### config.mk
export PLATFORM = sky130hd
export DESIGN_NAME = pae_encoder
export DESIGN_NICKNAME = d
export VERILOG_FILES = /design/src/pkg/pae_pkg.sv /design/src/logic/pae_encoder.sv
export VERILOG_INCLUDE_DIRS = /design/src /design/src/pkg
export SDC_FILE = /design/constraint.sdc
export NUM_CORES = 1
export LEC_CHECK = 0
export ABC_AREA = 1
export ABC_CLOCK_PERIOD_IN_PS = 3700
export BUFFER_PORTS_ARGS = -buffer_cell sky130_fd_sc_hd__clkbuf_2
export CORE_MARGIN = 2
export CORE_UTILIZATION = 55
export DETAILED_ROUTE_END_ITERATION = 8
export PLACE_DENSITY = 0.79
export SLEW_MARGIN = 20
export SYNTH_ARGS = -nofsm -noshare
export SYNTH_HDL_FRONTEND = slang
export SYNTH_SLANG_ARGS = --single-unit
### constraint.sdc
create_clock -name mclk -period 3.7 [get_ports mclk]
set_input_delay 0.74 -clock mclk [delete_from_list [all_inputs] [get_ports mclk]]
set_output_delay 0.74 -clock mclk [all_outputs]
set_load 0.05 [all_outputs]
### src/pkg/pae_defines.svh
// Purpose: constants of the pulse address encoder
// Assumes: mclk at 250 MHz, oscillator period ticks derived below
// Notes: included by the package and the encoder
// How it works
// (RULE_01) message is marker then nine address bits
// (RULE_02) forty low periods after every message
// (RULE_03) message and silence repeat without any command; code waits in silence while the message buffer is full
// (RULE_04) each bit lasts four oscillator periods
// (RULE_05) bit: high, value, value, low
// (RULE_06) marker sent as a one bit
// (RULE_07) tied address input zero, floating input one
// (RULE_08) nine inputs select one of 512 codes
// (RULE_09) test high holds logic, output low
// (RULE_10) after test release forty low periods first
// (RULE_11) external clock may drive oscillator timing
// (RULE_12) outside logic inverts output toward decoder
// (RULE_13) address bits one to nine, sampled per message
// (RULE_14) power-up starts like test release
`ifndef PAE_DEFINES_SVH
`define PAE_DEFINES_SVH

`define PAE_ADDR_BITS   9
`define PAE_MSG_BITS    10
`define PAE_BIT_PERIODS 4
`define PAE_SIL_PERIODS 40
`define PAE_MARKER      1'h1
`define PAE_PH_LAST     2'h3
`define PAE_BIDX_LAST   4'h9
`define PAE_SIL_LAST    6'h27

`define PAE_CLK_HZ      250000000
`define PAE_OSC_HZ      40000
`define PAE_OSC_DIV     (`PAE_CLK_HZ / `PAE_OSC_HZ)

`define PAE_REG_CTRL    4'h0
`define PAE_REG_STATUS  4'h4
`define PAE_REG_ADDR    4'h8
`define PAE_CTRL_EXTOSC 0
`define PAE_CTRL_HOLD   1
`define PAE_CTRL_RST    2'h0

`endif

### src/pkg/pae_pkg.sv
// Purpose: types shared by the pulse address encoder
// Assumes: constants come from pae_defines.svh
// Notes: message bit 0 is the marker, bits 9:1 address inputs 1..9
package pae_pkg;
  `include "pae_defines.svh"

  typedef struct packed {
    logic [`PAE_ADDR_BITS-1:0] addr;
    logic                      marker;
  } pae_msg_t;

  typedef enum logic [1:0] {
    PAE_SILENCE = 2'b01,
    PAE_SEND    = 2'b10
  } pae_state_t;

  typedef struct packed {
    logic       extOsc;
    logic       hold;
  } pae_ctrl_t;
endpackage : pae_pkg

### src/logic/pae_encoder.sv
// Purpose: serial pulse-width address encoder with message stream
// Assumes: pins are asynchronous to mclk and pass two flip-flops
// Notes: output is active-high pulse train; link inverts it outside
//
// The plain strobed port and the placing of the registers were left to the implementer.
`timescale 1ns/100ps
`include "pae_defines.svh"
module pae_encoder
  import pae_pkg::*;
#(
  parameter int unsigned DIV_W   = 16,
  parameter int unsigned OSC_DIV = `PAE_OSC_DIV
)
(
  input  wire logic                      mclk,      // system clock
  input  wire logic                      rst,       // sync reset, high
  input  wire logic                      testIn,    // test pin, hold
  input  wire logic                      oscIn,     // external osc pin
  input  wire logic [`PAE_ADDR_BITS-1:0] addrIn,    // address pins 1..9
  input  wire logic [3:0]                regAddr,   // register address
  input  wire logic [31:0]               regWdata,  // write data
  input  wire logic                      regWr,     // write strobe
  input  wire logic                      regRd,     // read strobe
  output logic      [31:0]               regRdata,  // read data, +1 cycle
  output logic                           serOut,    // serial pulse output
  output pae_msg_t                       msgData,   // sent message word
  output logic                           msgValid,  // message word valid
  input  wire logic                      msgReady   // consumer ready
);

  function automatic logic regHit(input logic [3:0] a,
                                  input logic [3:0] off);
    regHit = (a == off);
  endfunction : regHit

  // pin synchronisers
  logic                      testMeta_reg;
  logic                      testSync_reg;
  logic                      oscMeta_reg;
  logic                      oscSync_reg;
  logic                      oscPrev_reg;
  logic [`PAE_ADDR_BITS-1:0] addrMeta_reg;
  logic [`PAE_ADDR_BITS-1:0] addrSync_reg;

  always_ff @(posedge mclk)
  begin
    if (rst)
    begin
      testMeta_reg <= 1'h1;
      testSync_reg <= 1'h1;
      oscMeta_reg  <= 1'h0;
      oscSync_reg  <= 1'h0;
      oscPrev_reg  <= 1'h0;
      addrMeta_reg <= '1;
      addrSync_reg <= '1;
    end
    else
    begin
      testMeta_reg <= testIn;
      testSync_reg <= testMeta_reg;
      oscMeta_reg  <= oscIn;
      oscSync_reg  <= oscMeta_reg;
      oscPrev_reg  <= oscSync_reg;
      addrMeta_reg <= addrIn;
      addrSync_reg <= addrMeta_reg;
    end
  end

  // control register
  pae_ctrl_t ctrl_reg;
  pae_ctrl_t ctrl_next;

  always_comb
  begin
    ctrl_next = ctrl_reg;
    if (regWr && regHit(regAddr, `PAE_REG_CTRL))
    begin
      ctrl_next.extOsc = regWdata[`PAE_CTRL_EXTOSC];
      ctrl_next.hold   = regWdata[`PAE_CTRL_HOLD];
    end
  end

  always_ff @(posedge mclk)
  begin
    if (rst)
      ctrl_reg <= `PAE_CTRL_RST;
    else
      ctrl_reg <= ctrl_next;
  end

  // oscillator period tick: internal divider or external edge
  logic [DIV_W-1:0] div_reg;
  logic [DIV_W-1:0] div_next;
  logic             tick;

  always_comb
  begin
    if (ctrl_reg.extOsc)
    begin
      tick     = oscSync_reg & ~oscPrev_reg;  // [RULE_11]
      div_next = '0;
    end
    else
    begin
      tick = (div_reg == DIV_W'(OSC_DIV - 1));
      div_next = tick ? '0 : div_reg + DIV_W'(1);
    end
  end

  always_ff @(posedge mclk)
  begin
    if (rst)
      div_reg <= '0;
    else
      div_reg <= div_next;
  end

  // sequencer
  logic       hold;
  logic       bufFull;
  logic       push;
  pae_state_t state_reg;
  pae_state_t state_next;
  logic [1:0] phase_reg;
  logic [1:0] phase_next;
  logic [3:0] bitIdx_reg;
  logic [3:0] bitIdx_next;
  logic [5:0] silCnt_reg;
  logic [5:0] silCnt_next;
  pae_msg_t   msg_reg;
  pae_msg_t   msg_next;
  logic       serOut_reg;
  logic       serOut_next;
  logic       bitVal;

  assign hold   = testSync_reg | ctrl_reg.hold;
  assign bitVal = msg_reg[bitIdx_reg];

  always_comb
  begin
    state_next  = state_reg;
    phase_next  = phase_reg;
    bitIdx_next = bitIdx_reg;
    silCnt_next = silCnt_reg;
    msg_next    = msg_reg;
    serOut_next = serOut_reg;
    push        = 1'h0;
    if (hold)
    begin
      state_next  = PAE_SILENCE;             // [RULE_09] [RULE_10]
      phase_next  = '0;
      bitIdx_next = '0;
      silCnt_next = '0;
      serOut_next = 1'h0;                    // [RULE_09]
    end
    else
    begin
      case (state_reg)
        PAE_SILENCE:
        begin
          serOut_next = 1'h0;                // [RULE_02]
          if (tick)
          begin
            if (silCnt_reg != `PAE_SIL_LAST)
              silCnt_next = silCnt_reg + 6'h1;   // [RULE_02]
            else if (!bufFull)
            begin
              // restart needs no command [RULE_03]
              state_next      = PAE_SEND;
              silCnt_next     = '0;
              phase_next      = '0;
              bitIdx_next     = '0;
              msg_next.marker = `PAE_MARKER;     // [RULE_01] [RULE_06]
              msg_next.addr   = addrSync_reg;    // [RULE_07] [RULE_08] [RULE_13]
              push            = 1'h1;
              serOut_next     = 1'h1;            // [RULE_05]
            end
          end
        end
        PAE_SEND:
        begin
          if (tick)
          begin
            if (phase_reg == `PAE_PH_LAST)   // [RULE_04]
            begin
              phase_next = '0;
              if (bitIdx_reg == `PAE_BIDX_LAST)  // [RULE_01]
              begin
                state_next  = PAE_SILENCE;
                serOut_next = 1'h0;
              end
              else
              begin
                bitIdx_next = bitIdx_reg + 4'h1;
                serOut_next = 1'h1;          // [RULE_05]
              end
            end
            else
            begin
              phase_next  = phase_reg + 2'h1;
              // value for two periods, then low [RULE_05]
              serOut_next = (phase_next == `PAE_PH_LAST) ? 1'h0 : bitVal;
            end
          end
        end
        default:
        begin
          state_next  = PAE_SILENCE;
          serOut_next = 1'h0;
        end
      endcase
    end
  end

  always_ff @(posedge mclk)
  begin
    if (rst)
    begin
      state_reg  <= PAE_SILENCE;             // [RULE_14]
      phase_reg  <= '0;
      bitIdx_reg <= '0;
      silCnt_reg <= '0;
      msg_reg    <= '0;
      serOut_reg <= 1'h0;
    end
    else
    begin
      state_reg  <= state_next;
      phase_reg  <= phase_next;
      bitIdx_reg <= bitIdx_next;
      silCnt_reg <= silCnt_next;
      msg_reg    <= msg_next;
      serOut_reg <= serOut_next;
    end
  end

  // two-entry message buffer with registered head
  pae_msg_t   mem_reg  [2];
  pae_msg_t   mem_next [2];
  logic       wrPtr_reg;
  logic       wrPtr_next;
  logic       rdPtr_reg;
  logic       rdPtr_next;
  logic [1:0] cnt_reg;
  logic [1:0] cnt_next;
  logic       valid_reg;
  logic       valid_next;
  pae_msg_t   head_reg;
  pae_msg_t   head_next;
  logic       pop;

  assign bufFull = (cnt_reg == 2'h2);
  assign pop     = valid_reg & msgReady;

  always_comb
  begin
    mem_next   = mem_reg;
    wrPtr_next = wrPtr_reg;
    rdPtr_next = rdPtr_reg;
    cnt_next   = cnt_reg;
    if (push)
    begin
      mem_next[wrPtr_reg] = msg_next;
      wrPtr_next          = ~wrPtr_reg;
    end
    if (pop)
      rdPtr_next = ~rdPtr_reg;
    cnt_next   = cnt_reg + {1'h0, push} - {1'h0, pop};
    valid_next = (cnt_next != 2'h0);
    head_next  = valid_next ? mem_next[rdPtr_next] : '0;
  end

  always_ff @(posedge mclk)
  begin
    if (rst)
    begin
      mem_reg[0] <= '0;
      mem_reg[1] <= '0;
      wrPtr_reg  <= 1'h0;
      rdPtr_reg  <= 1'h0;
      cnt_reg    <= 2'h0;
      valid_reg  <= 1'h0;
      head_reg   <= '0;
    end
    else
    begin
      mem_reg    <= mem_next;
      wrPtr_reg  <= wrPtr_next;
      rdPtr_reg  <= rdPtr_next;
      cnt_reg    <= cnt_next;
      valid_reg  <= valid_next;
      head_reg   <= head_next;
    end
  end

  // register read port, data one cycle after the strobe
  logic [31:0] rdata_reg;
  logic [31:0] rdata_next;

  always_comb
  begin
    rdata_next = '0;
    if (regRd)
    begin
      if (regHit(regAddr, `PAE_REG_CTRL))
        rdata_next = {30'h0, ctrl_reg.hold, ctrl_reg.extOsc};
      else if (regHit(regAddr, `PAE_REG_STATUS))
        rdata_next = {16'h0, silCnt_reg, bitIdx_reg, phase_reg,
                      bufFull, serOut_reg, hold,
                      (state_reg == PAE_SEND)};
      else if (regHit(regAddr, `PAE_REG_ADDR))
        rdata_next = {22'h0, msg_reg};
    end
  end

  always_ff @(posedge mclk)
  begin
    if (rst)
      rdata_reg <= '0;
    else
      rdata_reg <= rdata_next;
  end

  assign regRdata = rdata_reg;
  assign serOut   = serOut_reg;
  assign msgData  = head_reg;
  assign msgValid = valid_reg;

endmodule : pae_encoder

==> results by group, run 1 <==
Status
  • Status: complete, no violations

Power
  • Max VDD drop: 0.3444 mV
  • Leak Pwr: 2.674 nW
  • Pwr/cell area: 537.7 mW/mm^2
  • Pwr Total: 3.117 mW

Clock network
  • CTS Hold Bufs: 0
  • Clock Sinks: 117
  • CTS root buffer: clkbuf_8
  • H-tree levels: 4
  • Clock-pin slew on the worst setup and hold paths: about 50 ps
  • Setup Buffers After CTS: 0
  • Clk buf depth: 2
  • Worst skew pair latency: 510 ps
  • Post-CTS Resized: 0
  • CTS buffer count: 17
  • CTS tree: built

Floorplan
  • Total I/O pin count: 96
  • Initial Util: 0.5674
  • Core footprint: ~0.0088 mm^2
  • Core Rows: 34
  • Die Width: 99.08 um
  • Vert. Die Dim: 99.08 um
  • Die footprint: 0.009817 mm^2

Detailed routing
  • Vias per cell: 5.085
  • Residual DRC: 0
  • DR iter-0 viols: 224
  • DR pass1 iterations: 5
  • Final ANT Viol Nets: 0
  • Via count: 4,170
  • WL/cell: 12.64 um
  • Final wirelength: 10,370 um

Finish
  • Most frequent cells in the layout: nand2_1 (118), dfxtp_1 (117), inv_1 (76)
  • Area Overhead vs Synth: 16.58%
  • Final Net Count: 765
  • Layout cells sized above 1: 0.1938
  • Final core utilization: 0.6615
  • Max reg flops: 20
  • Final instance area: 0.005797 mm^2
  • Ant diodes: 0
  • Most common cell after layout, fill and taps aside: nand2_1

Synthesis
  • Ys async rst share: 0
  • Cell area after synthesis: 0.004972 mm^2
  • Ranking of synthesized cells by area: dfxtp_1 (47%), nand2_1 (8.9%), nand3_1 (5.7%), inv_1 (5.7%), nor2_1 (5.2%)
  • Top-area cell type share of the netlist area: 0.4711
  • Syn Inst Count: 653
  • Post-synthesis sequential element count: between 100 and 150
  • Post-synth EDFFs: 0
  • Dominant synthesized flop cell: dfxtp_1
  • Cell variety after synth: 39
  • Synth warn: 0
  • Synthesized area per cell: 7.615 um^2
  • Seq/Total Area, Yosys: 0.4711
  • Leading area contributor after synthesis: dfxtp_1

Global route
  • First-pass GRT wire length: 17,510 um
  • Initial antenna violation count: 0
  • All-Layer GR Usage: 0.2231
  • Largest net degree at the start of global routing: 38
  • Grt ovf: 0
  • Number of global-route vias before repair: 3,958

Timing
  • Final Setup Violations: 0
  • Worst hold slack: a little over 400 ps
  • Fin crit share: 0.6445
  • Clock Skews: 5.510 ps
  • Max Slew Vio Count: 0
  • Post-route minimum period: 2385 ps
  • Hold Fails Final Rpt: 0
  • Fmax: 0.4194 GHz
  • RSZ-0062 raised after global routing: false
  • Slew margin rel.: 0.5603
  • Setup TNS: 0 ps
  • Tightest Pin Transition: 657.7 ps

Flow run
  • Max cap viols: 0

Place
  • DP Area: 0.005211 mm^2
  • PortBufs: 49
  • RePlAce Congestion: 0.9335
  • Hpwl dp: 6971 um

Critical path
  • Startpoint Class: flip-flop
  • Reg2reg path depth: 14
  • Worst Path Max Fanout: 14
  • WP data arrival: 2790 ps
  • Setup Crit Path Kind: reg -> reg
  • Critical Path RT: approximately 4000 ps
  • Crit end category: flip-flop

Min path
  • Hold path depth: 1
  • HP Class: reg -> reg
[critical path: stages, from the launching register on]
cell and delay (ps):
dfxtp_1 360, ha_1 210, nand2_1 70, clkinv_1 50
nand4_2 150, nor2_4 190, nand4_4 150, nor2_4 300
nand2_1 330, nand2_1 180, nand2_1 60, nand2_1 60
nand2_1 70, nand2_1 60, inv_1 40
[layout make-up]
cell class	count	area, um^2
repair buffers	52	267.8
clock inverters	4	95.09
well taps	108	135.1
flip-flops and latches	117	2342
fillers	725	2967
multi-input cells	424	2123
inverters	91	342.8
clock buffers	24	490.5
[worst paths after layout]
kind                                      to  slack, ps                  startpoint
setup / recovery       msgData[1]$_SDFF_PP0_       1320  silCnt_reg[1]$_SDFFE_PP0P_
hold / removal    addrSync_reg[3]$_SDFF_PP1_        410  addrMeta_reg[3]$_SDFF_PP1_
setup reg to reg       msgData[1]$_SDFF_PP0_       1320  silCnt_reg[1]$_SDFFE_PP0P_
hold reg to reg   addrSync_reg[3]$_SDFF_PP1_        410  addrMeta_reg[3]$_SDFF_PP1_
[power breakdown]
part	internal (mW)	switching, mW	total (mW)	leakage (nW)
combinational	0.0476	0.157	0.204	1.44
sequential	1.29	0.0101	1.30	0.948
clock	1.10	0.519	1.62	0.289
[through the flow]
stage	std cells	setup slack, ps
after floorplan	668	1859
after global placement	792	1361
after detailed placement	792	1315
after CTS	820	1342
after global routing	820	1050
final	820	1315
[logic make-up after synthesis]
| logic type | share of synthesized area |
|---|---|
| buffers and inverters | 0.1132 |
| XOR/XNOR | 0.01057 |
| AND/OR/NAND/NOR | 0.2911 |
| AO/OA/AOI/OAI | 0.08807 |
| flip-flops | 0.4711 |
| other | 0.0007542 |
| adder cells (fa/ha/maj) | 0.02516 |
[per-layer routing]
metal | track usage | up-vias | wire [um]
met5 | 0 | - | 0
met4 | 0.09905 | 0 | 254
met3 | 0.05957 | 28 | 574
met2 | 0.3716 | 133 | 5055
met1 | 0.2705 | 1886 | 4481
li1 | - | 2123 | -
[cells in the mapped netlist, types with 4 or more instances]
cell type / number
a21oi_1: 47
buf_4: 18
clkbuf_1: 13
dfxtp_1: 117
ha_1: 10
inv_1: 76
inv_2: 13
nand2_1: 118
nand2_2: 13
nand3_1: 57
nor2_1: 69
nor2_2: 4
nor3_1: 7
nor3b_1: 5
o21ai_0: 24
or2_2: 20
xor2_1: 5
No activity file was read; power rests on OpenSTA's default activity.
==> inputs of run 2 (changes only) <==
--- a/config.mk
+++ b/config.mk
@@ -7,7 +7,7 @@
 export NUM_CORES = 1
 export LEC_CHECK = 0
 export ABC_AREA = 1
-export ABC_CLOCK_PERIOD_IN_PS = 3700
+export ABC_CLOCK_PERIOD_IN_PS = 2320
 export BUFFER_PORTS_ARGS = -buffer_cell sky130_fd_sc_hd__clkbuf_2
 export CORE_MARGIN = 2
 export CORE_UTILIZATION = 55
==> constraint.sdc (replaced) <==
create_clock -name mclk -period 2.32 [get_ports mclk]
set_input_delay 0.464 -clock mclk [delete_from_list [all_inputs] [get_ports mclk]]
set_output_delay 0.464 -clock mclk [all_outputs]
set_load 0.05 [all_outputs]
==> results by group, run 2 (same netlist as run 1, synthesis figures left out) <==
Timing
  • Post-route minimum period: around 2100 ps
  • Setup TNS: 0 ps
  • Clock Skews: 7.401 ps
  • Final Setup Violations: 0
  • Fmax: between 0.4 and 0.5 GHz
  • Slew margin rel.: 0.5764
  • RSZ-0062 raised after global routing: false
  • Fin crit share: 0.9071
  • Tightest Pin Transition: about 630 ps
  • Worst hold slack: 122.0 ps
  • Max Slew Vio Count: 0
  • Hold Fails Final Rpt: 0

Global route
  • First-pass GRT wire length: 17,020 um
  • All-Layer GR Usage: 0.2169
  • Grt ovf: 0
  • Initial antenna violation count: 0
  • Number of global-route vias before repair: 3,850
  • Largest net degree at the start of global routing: 26

Clock network
  • H-tree levels: 4
  • CTS tree: built
  • Clk buf depth: 2
  • Clock-pin slew on the worst setup and hold paths: 60 ps
  • Setup Buffers After CTS: 0
  • Clock Sinks: 117
  • CTS root buffer: clkbuf_8
  • CTS buffer count: 17
  • Worst skew pair latency: 520 ps

Detailed routing
  • Residual DRC: 0
  • Via count: 4,200
  • Final wirelength: 10,110 um
  • WL/cell: 12.17 um
  • Final ANT Viol Nets: 0
  • DR iter-0 viols: 243
  • Vias per cell: roughly 5.1
  • DR pass1 iterations: 5

Finish
  • Layout cells sized above 1: 0.2102
  • Area Overhead vs Synth: 17.82%
  • Final Net Count: 772
  • Most frequent cells in the layout: nand2_1 (117), dfxtp_1 (117), inv_1 (76)
  • Ant diodes: 0
  • Max reg flops: 20

Floorplan
  • Initial Util: 0.5674
  • Die Width: 99.08 um
  • Die footprint: ~0.0098 mm^2
  • Core footprint: 0.008763 mm^2
  • Core Rows: 34
  • Total I/O pin count: 96
  • Vert. Die Dim: 99.08 um

Critical path
  • Critical Path RT: between 2000 and 3000 ps
  • WP buf/inv: 3
  • Setup Crit Path Kind: reg -> reg
  • Worst Path Max Fanout: 25
  • Startpoint Class: flip-flop
  • Worst path max stage delay: 360 ps
  • CP cell instances: ha_1 > nand2_1 > clkinv_1 > nand4_2 > nor2_4 > nand4_4 > nor2_4 > buf_6 > nand3_1 > nand3_1 > nand2_1 > nand2_2 > inv_2
  • Worst path top cell family by delay: simple AND/OR/NAND/NOR gates
  • CP max stage cell: dfxtp_1
  • Crit end category: flip-flop
  • WP data arrival: approximately 2500 ps

Place
  • PortBufs: 49
  • Hpwl dp: 7035 um
  • RePlAce Congestion: roughly 0.89

Min path
  • HP Class: in -> reg

Power
  • Pwr/cell area: 839.3 mW/mm^2
  • Max VDD drop: 0.4646 mV
  • Leak Pwr: between 2 and 3 nW

Status
  • Status: complete, no violations

Flow run
  • Max cap viols: 0
## run 2: layer usage
metal,vias up,GRT usage,wire length [um]
li1,2137,-,-
met1,1901,0.2663,4534
met2,141,0.3617,4820
met3,21,0.05816,593
met4,0,0.08746,164
met5,-,0,0
## run 2: metrics by stage
step	setup slack [ps]	power, mW	util	instance area [um^2]	instances
2_1_floorplan	479.4	2.385	-	5029	668
3_3_place_gp	224.3	2.425	0.6007	5264	799
3_5_place_dp	181.8	2.431	0.6007	5264	799
4_1_cts	172.0	4.945	0.6669	5844	831
5_1_grt	25.22	5.080	0.6685	5858	831
6_report	215.5	4.917	0.6685	5858	831
## run 2: path summary, 6_finish.rpt
kind                                      to  slack, ps                        from  cells past startpoint
setup reg to reg       msgData[6]$_SDFF_PP0_        220  silCnt_reg[1]$_SDFFE_PP0P_                     13
setup / recovery       msgData[6]$_SDFF_PP0_        220  silCnt_reg[1]$_SDFFE_PP0P_                     13
hold / removal    addrMeta_reg[3]$_SDFF_PP1_        120                   addrIn[3]                      2
hold reg to reg       oscSync_reg$_SDFF_PP0_        400      oscMeta_reg$_SDFF_PP0_                      2
## run 2: where the power goes
part           internal (mW)  switching [mW]
clock network           1.56           0.965
logic                 0.0791           0.245
registers               2.05          0.0150
total                   3.69            1.22
## run 2: area by class of cell
class / count / area (um^2)
Multi-Input combinational cell: 424 / 2133
Timing Repair Buffer: 59 / 324.1
Fill cell: 724 / 2905
Tap cell: 108 / 135.1
Inverter: 91 / 342.8
Sequential cell: 117 / 2342
Clock inverter: 14 / 152.6
Clock buffer: 18 / 427.9
## run 2: what timing repair did
| item | 4_1_cts | 5_1_grt |
|---|---|---|
| setup endpoints to repair | 0 | 9 |
| hold buffers | 0 | 0 |
| resized for setup | 0 | 3 |
